===== src/inc/lec_pkg.sv =====
// Purpose: constants and types for the lineside E1 card status and alarm block
// Assumes: 50 MHz system clock, AXI4-Lite register access
package lec_pkg;
  localparam int unsigned CLK_HZ        = 50_000_000;
  localparam int unsigned SELFTEST_MS   = 3000;
  localparam int unsigned SANITY_MS     = 1000;
  localparam int unsigned BLINK_MS      = 250;
  localparam int unsigned MS_CYC        = CLK_HZ / 1000;
  localparam int unsigned NUM_CH        = 30;
  localparam int unsigned SLOT0_CH      = 16;
  localparam int unsigned SLOT1_CH      = 14;
  localparam int unsigned MAX_CARDS     = 64;
  localparam int unsigned BLINKS        = 3;
  // register byte offsets
  localparam logic [7:0] REG_CTRL       = 8'h00;
  localparam logic [7:0] REG_STATUS     = 8'h04;
  localparam logic [7:0] REG_ENABLE     = 8'h08;
  localparam logic [7:0] REG_SANITY     = 8'h0C;
  localparam logic [7:0] REG_ID         = 8'h10;
  localparam logic [7:0] REG_CFG       = 8'h14;
  localparam logic [7:0] REG_ABTX_LO    = 8'h18;
  localparam logic [7:0] REG_ABTX_HI    = 8'h1C;
  localparam logic [7:0] REG_HOOK       = 8'h20;
  localparam logic [7:0] REG_RING       = 8'h24;
  // ctrl bits
  localparam int unsigned CTL_SELFCLR   = 0;
  localparam int unsigned CTL_CLRALM    = 1;
  localparam int unsigned CTL_TESTRUN   = 2;
  localparam int unsigned CTL_ALMDIS    = 3;
  localparam int unsigned CTL_STPASS    = 4;
  localparam int unsigned CTL_STFAIL    = 5;
  localparam logic [31:0] CTRL_RST      = 32'h0000_0001;
  localparam logic [1:0] RESP_OKAY      = 2'h0;
  localparam logic [1:0] RESP_SLVERR    = 2'h2;
  localparam logic [7:0] CARD_TYPE      = 8'h5A; // arbitrary value
  localparam logic [7:0] CARD_VINTAGE   = 8'h01; // arbitrary value
  localparam logic [7:0] FW_VERSION     = 8'h10; // arbitrary value
  typedef enum logic [3:0] {
    ST_TEST  = 4'b0001,
    ST_BLINK = 4'b0010,
    ST_READY = 4'b0100,
    ST_FAIL  = 4'b1000
  } lec_state_type;
endpackage


===== src/core/lec_top.sv =====
// Purpose: status lamps, alarms, sanity timer, A/B signalling of a lineside E1 card
// Assumes: all pins synchronous to CLK_SYS_I; framer and loop datapath sit outside
// Notes: registers over AXI4-Lite, one outstanding read and one write
`timescale 1ns/10ps
`default_nettype none
module lec_top
  import lec_pkg::*;
#(
  parameter int unsigned SELFTEST_CYC = SELFTEST_MS * MS_CYC,
  parameter int unsigned SANITY_CYC   = SANITY_MS * MS_CYC,
  parameter int unsigned BLINK_CYC    = BLINK_MS * MS_CYC
) (
  // clock and reset
  input  wire logic        CLK_SYS_I,
  input  wire logic        RESET_N_I,
  // axi4-lite slave
  input  wire logic [7:0]  S_AXI_AWADDR_I,
  input  wire logic        S_AXI_AWVALID_I,
  output logic             S_AXI_AWREADY_O,
  input  wire logic [31:0] S_AXI_WDATA_I,
  input  wire logic [3:0]  S_AXI_WSTRB_I,
  input  wire logic        S_AXI_WVALID_I,
  output logic             S_AXI_WREADY_O,
  output logic [1:0]       S_AXI_BRESP_O,
  output logic             S_AXI_BVALID_O,
  input  wire logic        S_AXI_BREADY_I,
  input  wire logic [7:0]  S_AXI_ARADDR_I,
  input  wire logic        S_AXI_ARVALID_I,
  output logic             S_AXI_ARREADY_O,
  output logic [31:0]      S_AXI_RDATA_O,
  output logic [1:0]       S_AXI_RRESP_O,
  output logic             S_AXI_RVALID_O,
  input  wire logic        S_AXI_RREADY_I,
  // slot enables from the shelf controller
  input  wire logic        SLOT0_EN_I,
  input  wire logic        SLOT1_EN_I,
  // link alarm inputs from the framer
  input  wire logic        LOS_I,
  input  wire logic        BER_ALM_I,
  input  wire logic        SLIP_ALM_I,
  input  wire logic        RX_YELLOW_I,
  // switches
  input  wire logic [3:0]  SHELF_ADDR_I,
  input  wire logic [3:0]  CARD_POS_I,
  input  wire logic        SW_GROUND_START_I,
  input  wire logic [1:0]  SW_SCHEME_I,
  input  wire logic        SW_CRC4_I,
  input  wire logic        SW_HDB3_I,
  input  wire logic        SW_FAIL_OFFHOOK_I,
  // received A/B bits per channel from the framer
  input  wire logic [59:0] RX_AB_I,
  // lamps and link controls
  output logic             LED_STATUS_O,
  output logic             LED_RED_O,
  output logic             LED_YELLOW_O,
  output logic             LED_MAINT_O,
  output logic             TX_YELLOW_O,
  output logic             MCU_RESET_O,
  output logic             CRC4_MODE_O,
  output logic             HDB3_MODE_O,
  output logic [59:0]      TX_AB_O,
  output logic [29:0]      HOST_OFFHOOK_O,
  output logic [29:0]      HOST_RING_O,
  output logic [5:0]       MAINT_ADDR_O
);
  // axi slave
  logic        aw_got_r, w_got_r;
  logic [7:0]  aw_addr_r;
  logic [31:0] w_data_r;
  logic [3:0]  w_strb_r;
  logic        bvalid_r, rvalid_r;
  logic [1:0]  bresp_r, rresp_r;
  logic [31:0] rdata_r;
  logic [31:0] ctrl_r, ctrl_nxt;
  logic [29:0] ch_en_r;
  logic        card_en_r;
  logic [29:0] hook_r, ring_r;
  logic        wr_go, rd_go, wr_hit, rd_hit, clr_pulse, kick;
  logic [31:0] rd_mux;
  logic [31:0] wmask;

  assign wr_go = aw_got_r && w_got_r && !bvalid_r;
  assign rd_go = S_AXI_ARVALID_I && !rvalid_r && !S_AXI_ARREADY_O;
  assign wmask = {{8{w_strb_r[3]}}, {8{w_strb_r[2]}}, {8{w_strb_r[1]}}, {8{w_strb_r[0]}}};
  assign wr_hit = (aw_addr_r == REG_CTRL) || (aw_addr_r == REG_ENABLE) ||
                  (aw_addr_r == REG_SANITY) || (aw_addr_r == REG_HOOK) ||
                  (aw_addr_r == REG_RING);
  assign clr_pulse = wr_go && aw_addr_r == REG_CTRL && w_strb_r[0] && w_data_r[CTL_CLRALM];
  assign kick = wr_go && aw_addr_r == REG_SANITY;
  assign ctrl_nxt = ((ctrl_r & ~wmask) | (w_data_r & wmask)) & ~(32'h1 << CTL_CLRALM);

  always_ff @(posedge CLK_SYS_I) begin
    if (!RESET_N_I) begin
      aw_got_r        <= 1'b0;
      w_got_r         <= 1'b0;
      aw_addr_r       <= 8'h00;
      w_data_r        <= 32'h0000_0000;
      w_strb_r        <= 4'h0;
      bvalid_r        <= 1'b0;
      bresp_r         <= RESP_OKAY;
      S_AXI_AWREADY_O <= 1'b0;
      S_AXI_WREADY_O  <= 1'b0;
    end else begin
      S_AXI_AWREADY_O <= !aw_got_r && !S_AXI_AWREADY_O && S_AXI_AWVALID_I;
      S_AXI_WREADY_O  <= !w_got_r && !S_AXI_WREADY_O && S_AXI_WVALID_I;
      if (S_AXI_AWREADY_O) begin
        aw_got_r  <= 1'b1;
        aw_addr_r <= S_AXI_AWADDR_I;
      end
      if (S_AXI_WREADY_O) begin
        w_got_r  <= 1'b1;
        w_data_r <= S_AXI_WDATA_I;
        w_strb_r <= S_AXI_WSTRB_I;
      end
      if (wr_go) begin
        bvalid_r <= 1'b1;
        bresp_r  <= wr_hit ? RESP_OKAY : RESP_SLVERR;
        aw_got_r <= 1'b0;
        w_got_r  <= 1'b0;
      end else if (bvalid_r && S_AXI_BREADY_I) begin
        bvalid_r <= 1'b0;
      end
    end
  end
  assign S_AXI_BVALID_O = bvalid_r;
  assign S_AXI_BRESP_O  = bresp_r;

  // control registers
  always_ff @(posedge CLK_SYS_I) begin
    if (!RESET_N_I) begin
      ctrl_r    <= CTRL_RST;
      ch_en_r   <= '0;
      card_en_r <= 1'b0;
      hook_r    <= '0;
      ring_r    <= '0;
    end else if (wr_go) begin
      if (aw_addr_r == REG_CTRL) ctrl_r <= ctrl_nxt;
      if (aw_addr_r == REG_ENABLE) begin
        ch_en_r   <= w_data_r[29:0];
        card_en_r <= w_data_r[31];
      end
      if (aw_addr_r == REG_HOOK) hook_r <= w_data_r[29:0];
      if (aw_addr_r == REG_RING) ring_r <= w_data_r[29:0];
    end
  end

  // near-end alarm, latched or self-clearing
  logic alm_now, red_r, yel_r;
  assign alm_now = (LOS_I || BER_ALM_I || SLIP_ALM_I) && !ctrl_r[CTL_ALMDIS];
  always_ff @(posedge CLK_SYS_I) begin
    if (!RESET_N_I) begin
      red_r <= 1'b0;
      yel_r <= 1'b0;
    end else begin
      // a new alarm wins over a clear in the same cycle
      if (alm_now) red_r <= 1'b1;
      else if (ctrl_r[CTL_SELFCLR]) red_r <= 1'b0;
      else if (clr_pulse) red_r <= 1'b0;
      yel_r <= RX_YELLOW_I && !ctrl_r[CTL_ALMDIS];
    end
  end

  // status lamp sequencing
  lec_state_type st_r;
  logic [31:0] st_cnt_r;
  logic [2:0]  blink_r;
  logic        blink_on_r, any_en;
  assign any_en = SLOT0_EN_I || SLOT1_EN_I;
  always_ff @(posedge CLK_SYS_I) begin
    if (!RESET_N_I) begin
      st_r       <= ST_TEST;
      st_cnt_r   <= '0;
      blink_r    <= '0;
      blink_on_r <= 1'b0;
    end else begin
      unique case (st_r)
        ST_TEST: begin
          st_cnt_r <= st_cnt_r + 32'd1;
          if (ctrl_r[CTL_STFAIL]) st_r <= ST_FAIL;
          else if (st_cnt_r >= SELFTEST_CYC - 1) begin
            st_r <= ST_BLINK;
            st_cnt_r <= '0;
          end
        end
        ST_BLINK: begin
          st_cnt_r <= st_cnt_r + 32'd1;
          if (st_cnt_r >= BLINK_CYC - 1) begin
            st_cnt_r   <= '0;
            blink_on_r <= !blink_on_r;
            if (blink_on_r) blink_r <= blink_r + 3'd1;
            if (blink_on_r && blink_r == 3'(BLINKS - 1)) st_r <= ST_READY;
          end
        end
        ST_READY: st_r <= ST_READY;
        ST_FAIL:  st_r <= ST_FAIL;
      endcase
    end
  end

  // sanity timer
  logic [31:0] san_r;
  always_ff @(posedge CLK_SYS_I) begin
    if (!RESET_N_I) begin
      san_r       <= '0;
      MCU_RESET_O <= 1'b0;
    end else if (kick) begin
      san_r       <= '0;
      MCU_RESET_O <= 1'b0;
    end else if (san_r >= SANITY_CYC - 1) begin
      san_r       <= '0;
      MCU_RESET_O <= 1'b1;
    end else begin
      san_r       <= san_r + 32'd1;
      MCU_RESET_O <= 1'b0;
    end
  end

  // per-channel A/B signalling and host presentation
  logic        link_fail;
  logic [59:0] tx_ab_nxt;
  logic [29:0] off_nxt, ring_nxt;
  assign link_fail = LOS_I;
  generate
    for (genvar c = 0; c < NUM_CH; c++) begin : g_ch
      logic en, a, b;
      // channels below sixteen ride slot 0, the other fourteen slot 1
      assign en = card_en_r && ch_en_r[c] &&
                  ((c < SLOT0_CH) ? SLOT0_EN_I : SLOT1_EN_I);
      // loop start: idle 01, seize 1s; ground start: idle 11, ring 01, seize 1s; s is SW_SCHEME_I[0]
      assign a = en && (hook_r[c] || (SW_GROUND_START_I && !ring_r[c]));
      assign b = !en || !hook_r[c] || (SW_SCHEME_I[0] ^ ring_r[c]);
      assign tx_ab_nxt[2*c+1] = a;
      assign tx_ab_nxt[2*c]   = b;
      assign off_nxt[c]  = link_fail ? SW_FAIL_OFFHOOK_I : (en && RX_AB_I[2*c+1]);
      assign ring_nxt[c] = !link_fail && en && !RX_AB_I[2*c];
    end
  endgenerate

  always_ff @(posedge CLK_SYS_I) begin
    if (!RESET_N_I) begin
      LED_STATUS_O   <= 1'b0;
      LED_RED_O      <= 1'b0;
      LED_YELLOW_O   <= 1'b0;
      LED_MAINT_O    <= 1'b0;
      TX_YELLOW_O    <= 1'b0;
      CRC4_MODE_O    <= 1'b0;
      HDB3_MODE_O    <= 1'b0;
      TX_AB_O        <= '0;
      HOST_OFFHOOK_O <= '0;
      HOST_RING_O    <= '0;
      MAINT_ADDR_O   <= '0;
    end else begin
      unique case (st_r)
        ST_TEST:  LED_STATUS_O <= 1'b1;
        ST_BLINK: LED_STATUS_O <= !blink_on_r;
        ST_READY: LED_STATUS_O <= !any_en;
        ST_FAIL:  LED_STATUS_O <= blink_on_r;
      endcase
      LED_RED_O      <= red_r;
      TX_YELLOW_O    <= red_r;
      LED_YELLOW_O   <= yel_r;
      LED_MAINT_O    <= ctrl_r[CTL_TESTRUN] || ctrl_r[CTL_ALMDIS];
      CRC4_MODE_O    <= SW_CRC4_I;
      HDB3_MODE_O    <= SW_HDB3_I;
      TX_AB_O        <= tx_ab_nxt;
      HOST_OFFHOOK_O <= off_nxt;
      HOST_RING_O    <= ring_nxt;
      MAINT_ADDR_O   <= {SHELF_ADDR_I, CARD_POS_I[1:0]};
    end
  end

  // read side
  always_comb begin
    rd_hit = 1'b1;
    unique case (S_AXI_ARADDR_I)
      REG_CTRL:    rd_mux = ctrl_r;
      REG_STATUS:  rd_mux = {24'h0, st_r, yel_r, red_r, alm_now, MCU_RESET_O};
      REG_ENABLE:  rd_mux = {card_en_r, 1'b0, ch_en_r};
      REG_SANITY:  rd_mux = san_r;
      REG_ID:      rd_mux = {FW_VERSION, CARD_VINTAGE, CARD_TYPE, 2'h0, MAINT_ADDR_O};
      REG_CFG:     rd_mux = {25'h0, SW_FAIL_OFFHOOK_I, SW_HDB3_I, SW_CRC4_I,
                             SW_SCHEME_I, SW_GROUND_START_I, card_en_r};
      REG_ABTX_LO: rd_mux = TX_AB_O[31:0];
      REG_ABTX_HI: rd_mux = {4'h0, TX_AB_O[59:32]};
      REG_HOOK:    rd_mux = {2'h0, hook_r};
      REG_RING:    rd_mux = {2'h0, ring_r};
      default: begin
        rd_mux = 32'h0000_0000;
        rd_hit = 1'b0;
      end
    endcase
  end

  always_ff @(posedge CLK_SYS_I) begin
    if (!RESET_N_I) begin
      S_AXI_ARREADY_O <= 1'b0;
      rvalid_r        <= 1'b0;
      rdata_r         <= '0;
      rresp_r         <= RESP_OKAY;
    end else begin
      S_AXI_ARREADY_O <= rd_go;
      if (rd_go) begin
        rvalid_r <= 1'b1;
        rdata_r  <= rd_mux;
        rresp_r  <= rd_hit ? RESP_OKAY : RESP_SLVERR;
      end else if (rvalid_r && S_AXI_RREADY_I) begin
        rvalid_r <= 1'b0;
      end
    end
  end
  assign S_AXI_RVALID_O = rvalid_r;
  assign S_AXI_RDATA_O  = rdata_r;
  assign S_AXI_RRESP_O  = rresp_r;
endmodule
`default_nettype wire


===== config.mk =====
export PLATFORM = sky130hd
export DESIGN_NAME = lec_top
export DESIGN_NICKNAME = d
export VERILOG_FILES = /design/src/inc/lec_pkg.sv /design/src/core/lec_top.sv
export SDC_FILE = /design/constraint.sdc
export NUM_CORES = 1
export LEC_CHECK = 0
export ABC_AREA = 1
export BUFFER_PORTS_ARGS = -buffer_cell sky130_fd_sc_hd__buf_4
export CORE_MARGIN = 5
export CORE_UTILIZATION = 45
export CTS_BUF_LIST = sky130_fd_sc_hd__clkbuf_8
export DETAILED_ROUTE_END_ITERATION = 6
export PLACE_DENSITY_LB_ADDON = 0.05
export SLEW_MARGIN = 20
export SYNTH_ARGS = -nofsm -noshare
export SYNTH_HDL_FRONTEND = slang
export SYNTH_SLANG_ARGS = --single-unit

===== constraint.sdc =====
create_clock -name CLK_SYS_I -period 1.7 [get_ports CLK_SYS_I]
set_input_delay 0.085 -clock CLK_SYS_I [delete_from_list [all_inputs] [get_ports CLK_SYS_I]]
set_output_delay 0.085 -clock CLK_SYS_I [all_outputs]
set_load 0.05 [all_outputs]

==> results by group <==
Power and ir drop
  – Leakage: between 10 and 15 nW
  – Gate power share: a little over a tenth
  – Net Sw Frac: between 20% and 30%
  – Internal power: 15.6 mW
  – Total power: 21.4 mW
  – Clock share of power: between 40% and 50%
  – PD cells: between 800 and 900 mW/mm^2
  – Reg power frac: between 40% and 50%
  – Maximum vdd drop: 0.000570 V
  – NetSw: ~5.7 mW

Detailed routing
  – Residual DRC count: 0
  – Drt first pass iters: 6
  – Routed via count: ~19000
  – Initial DRC count: 1996
  – Wire per inst: approximately 21 um
  – Via/cell ratio: about 5.3
  – Detail Route Antenna Nets: 0
  – Total wire length: ~74 mm

Synthesis
  – Sequential area share after synthesis: a little under half
  – Post-Syn Area per Cell: between 7 and 8 sq um
  – Most used DFF post-synth: dfxtp_1
  – Post-synth ARST share: 0%
  – Cell area after synthesis: about 0.017 sq mm
  – Distinct cells, synth: 43
  – Ys Warns: 0
  – Synth Instances: ~2400
  – EDFF count, synth: 0
  – Number of synthesized register bits: between 400 and 500

Place
  – Dpl cells: between 3000 and 4000
  – Setup WS pre-CTS: -0.158 ns
  – Placer Congestion: 0.975
  – DP HPWL: a little over 50 mm
  – IO Port Bufs: ~300

Floorplan
  – Core area: 0.0385 sq mm
  – Die height: just over 200 um
  – Die Footprint: approximately 0.043 sq mm
  – Die X: slightly above 200 um
  – FP Rows: 72
  – Initial Util: 45.2%
  – Num ports: roughly 310

Layout
  – Area of the multi-input gates: 0.00804 sq mm
  – Util after Layout: about 66%
  – Sequential Area: between 0.008 and 0.009 sq mm
  – Final #Nets: 3169
  – Final Non-Filler Cells: approximately 3600
  – Share of cells above drive strength 1: about a quarter
  – Ant. Diodes: 0
  – Syn-to-layout area delta: 45.0%
  – Filler instances: approximately 3400

Global route
  – Met3 GRT Util: 6.51%
  – First-pass GRT wire length: 104 mm
  – Met2 usage: a little under 50%
  – Grt met1 use: a little under half
  – GRT Total Usage: between 30 and 40%
  – Largest net degree at the start of global routing: 73
  – Gr ovfl total: 0
  – GR peak layer: met2
  – Initial antenna violation count: 3
  – Vias in the first global route: around 18000

STA
  – Final setup viols: 0
  – Slew Limit Headroom: between 60% and 70%
  – Fin crit share: between 90% and 100%
  – Fin crit period: between 1.5 and 2 ns
  – RSZ-0062 raised after global routing: true
  – Top achievable clock speed: between 500 and 600 MHz
  – Slew Limit Fails: 0
  – Clk_skew: between 0.02 and 0.03 ns
  – Final hold vios: 0
  – Hold slack final: ~0.06 ns
  – Least-Margin Pin Slew: ~0.54 ns
  – PnR worst setup slack: roughly 0.0014 ns

Worst hold path
  – HP Class: in -> reg

Clock network
  – Latest clock arrival within the worst-skew pair: about 0.64 ns
  – CTS tree: done
  – CTS H-tree lvls: 3
  – Max Root-Sink Buffers: 3
  – TritonCTS Sinks: between 400 and 500
  – Reg clk slew, reported paths: 0.06 ns
  – CTS Buf Count: between 70 and 80
  – CTS root buf: clkbuf_8

Run status
  – Outcome: complete, no violations

Setup path
  – Worst setup EP type: flip-flop
  – Critical path type: reg -> reg
  – Crit path DAT: ~2.2 ns
  – CP Max Fanout: 17
  – Startpoint Class: flip-flop
  – Worst Path Required: around 2.2 ns

Job
  – Max-cap violations: 0
==> synthesized netlist by cell type, drive strengths merged (2+ instances only) <==
master,n,area (sq um)
o31ai,2,15.0
ha,4,50.1
nor3,103,558
clkinv,3,11.3
a41oi,17,149
clkbuf,85,319
xor2,25,219
nor4,3,33.8
inv,274,1030
buf,32,185
nand2,527,1980
dfxtp,414,8290
o21ai,158,791
o211ai,2,15.0
nor2,325,1250
a211oi,61,458
nand4,29,188
nor3b,4,35.0
a21oi,198,991
xnor2,7,61.3
a31oi,13,81.3
o22ai,6,37.5
nand3b,12,90.1
nand3,100,500
==> what timing repair did <==
item	CTS	global route
hold buffers	125	0
hold endpoints to repair	136	0
gates cloned	3	12
setup buffers	6	16
gates resized for setup	29	138
pin swaps	8	25
setup endpoints to repair	84	156
==> cells by family (layout without fill, tap and decap cells) <==
kind of cell | count (synthesis) | count (layout) | synth area share (%)
compound gates | 459 | 459 | 14.7
xor+xnor | 32 | 32 | 1.61
fa+ha+maj | 4 | 4 | 0.288
buf+inv | 394 | 1049 | 8.88
flops | 414 | 414 | 47.7
other cells | 1 | 8 | 0.0216
simple gates | 1106 | 1106 | 26.8
==> power groups by stage <==
stage	Sequential [mW]	Clock (mW)	Combinational (mW)
floorplan	10.6	0	0.707
global placement	10.3	0	1.96
detailed placement	10.3	0	1.98
CTS	10.1	9.02	2.25
global route	10.1	9.47	2.50
finish	10.1	8.92	2.35
==> flip-flops by register name, indices dropped and copies added, names as in the netlist, 3 cells and up, named ones only <==
| register | count |
|---|---|
| st_r | 4 |
| aw_addr_r | 8 |
| ring_r | 30 |
| hook_r | 30 |
| ch_en_r | 30 |
| san_r | 32 |
| st_cnt_r | 32 |
| w_data_r | 32 |
| blink_r | 3 |
| TX_AB_O | 60 |
| HOST_RING_O | 30 |
| HOST_OFFHOOK_O | 30 |
| MAINT_ADDR_O | 6 |
| S_AXI_RDATA_O | 32 |
| w_strb_r | 4 |
==> per-stage QoR <==
step                      TNS, ns  area [sq um]
final                           0         25200
after global routing        -2.98         25200
after CTS                 -0.0446         24400
after detailed placement    -3.95         21500
after global placement      -1.46         21500
after floorplan                 0         17400
==> final timing paths <==
kind	start	end	slack, ns	cells past startpoint
max	san_r[30]	san_r[2]	0.001	7
min	S_AXI_ARVALID_I	S_AXI_RDATA_O[22]	0.06	6
max reg2reg	san_r[30]	san_r[2]	0.001	7
min reg2reg	flip-flop	yel_r	0.44	1
==> cell type report <==
cell class              count  area share [%]
well taps                 518            2.57
flip-flops and latches    414            33.0
clock buffers              90            4.91
multi-input cells        1609            31.9
clock inverters            29           0.526
inverters                 277            4.17
repair buffers            653            22.9
==> metal layers <==
metal,routed length [um],vias to the layer above
met5,0,-
met4,2550,0
met3,7860,165
met2,32700,1038
met1,31300,8894
li1,-,9047
==> worst max-delay path, stage by stage (launching register included) <==
cell      delay [ns]
dfxtp_1         0.30
inv_1           0.07
nand4_1         0.21
nand3b_1        0.25
a21oi_2         0.19
nand3b_1        0.22
buf_12          0.22
nor3_1          0.13
==> cells in the final DEF, fill, tap and decap left out, types with 28 or more instances in the layout <==
| cell | instances |
|---|---|
| nand3_1 | 92 |
| dlygate4sd3_1 | 125 |
| a211oi_1 | 50 |
| buf_4 | 484 |
| clkbuf_8 | 90 |
| o21ai_0 | 150 |
| inv_1 | 275 |
| dfxtp_1 | 392 |
| nor2_1 | 274 |
| nand2_1 | 508 |
| nor3_1 | 89 |
| a21oi_1 | 195 |
| nor2_2 | 40 |
| nand4_1 | 28 |
(Power assumes the default switching activity.)
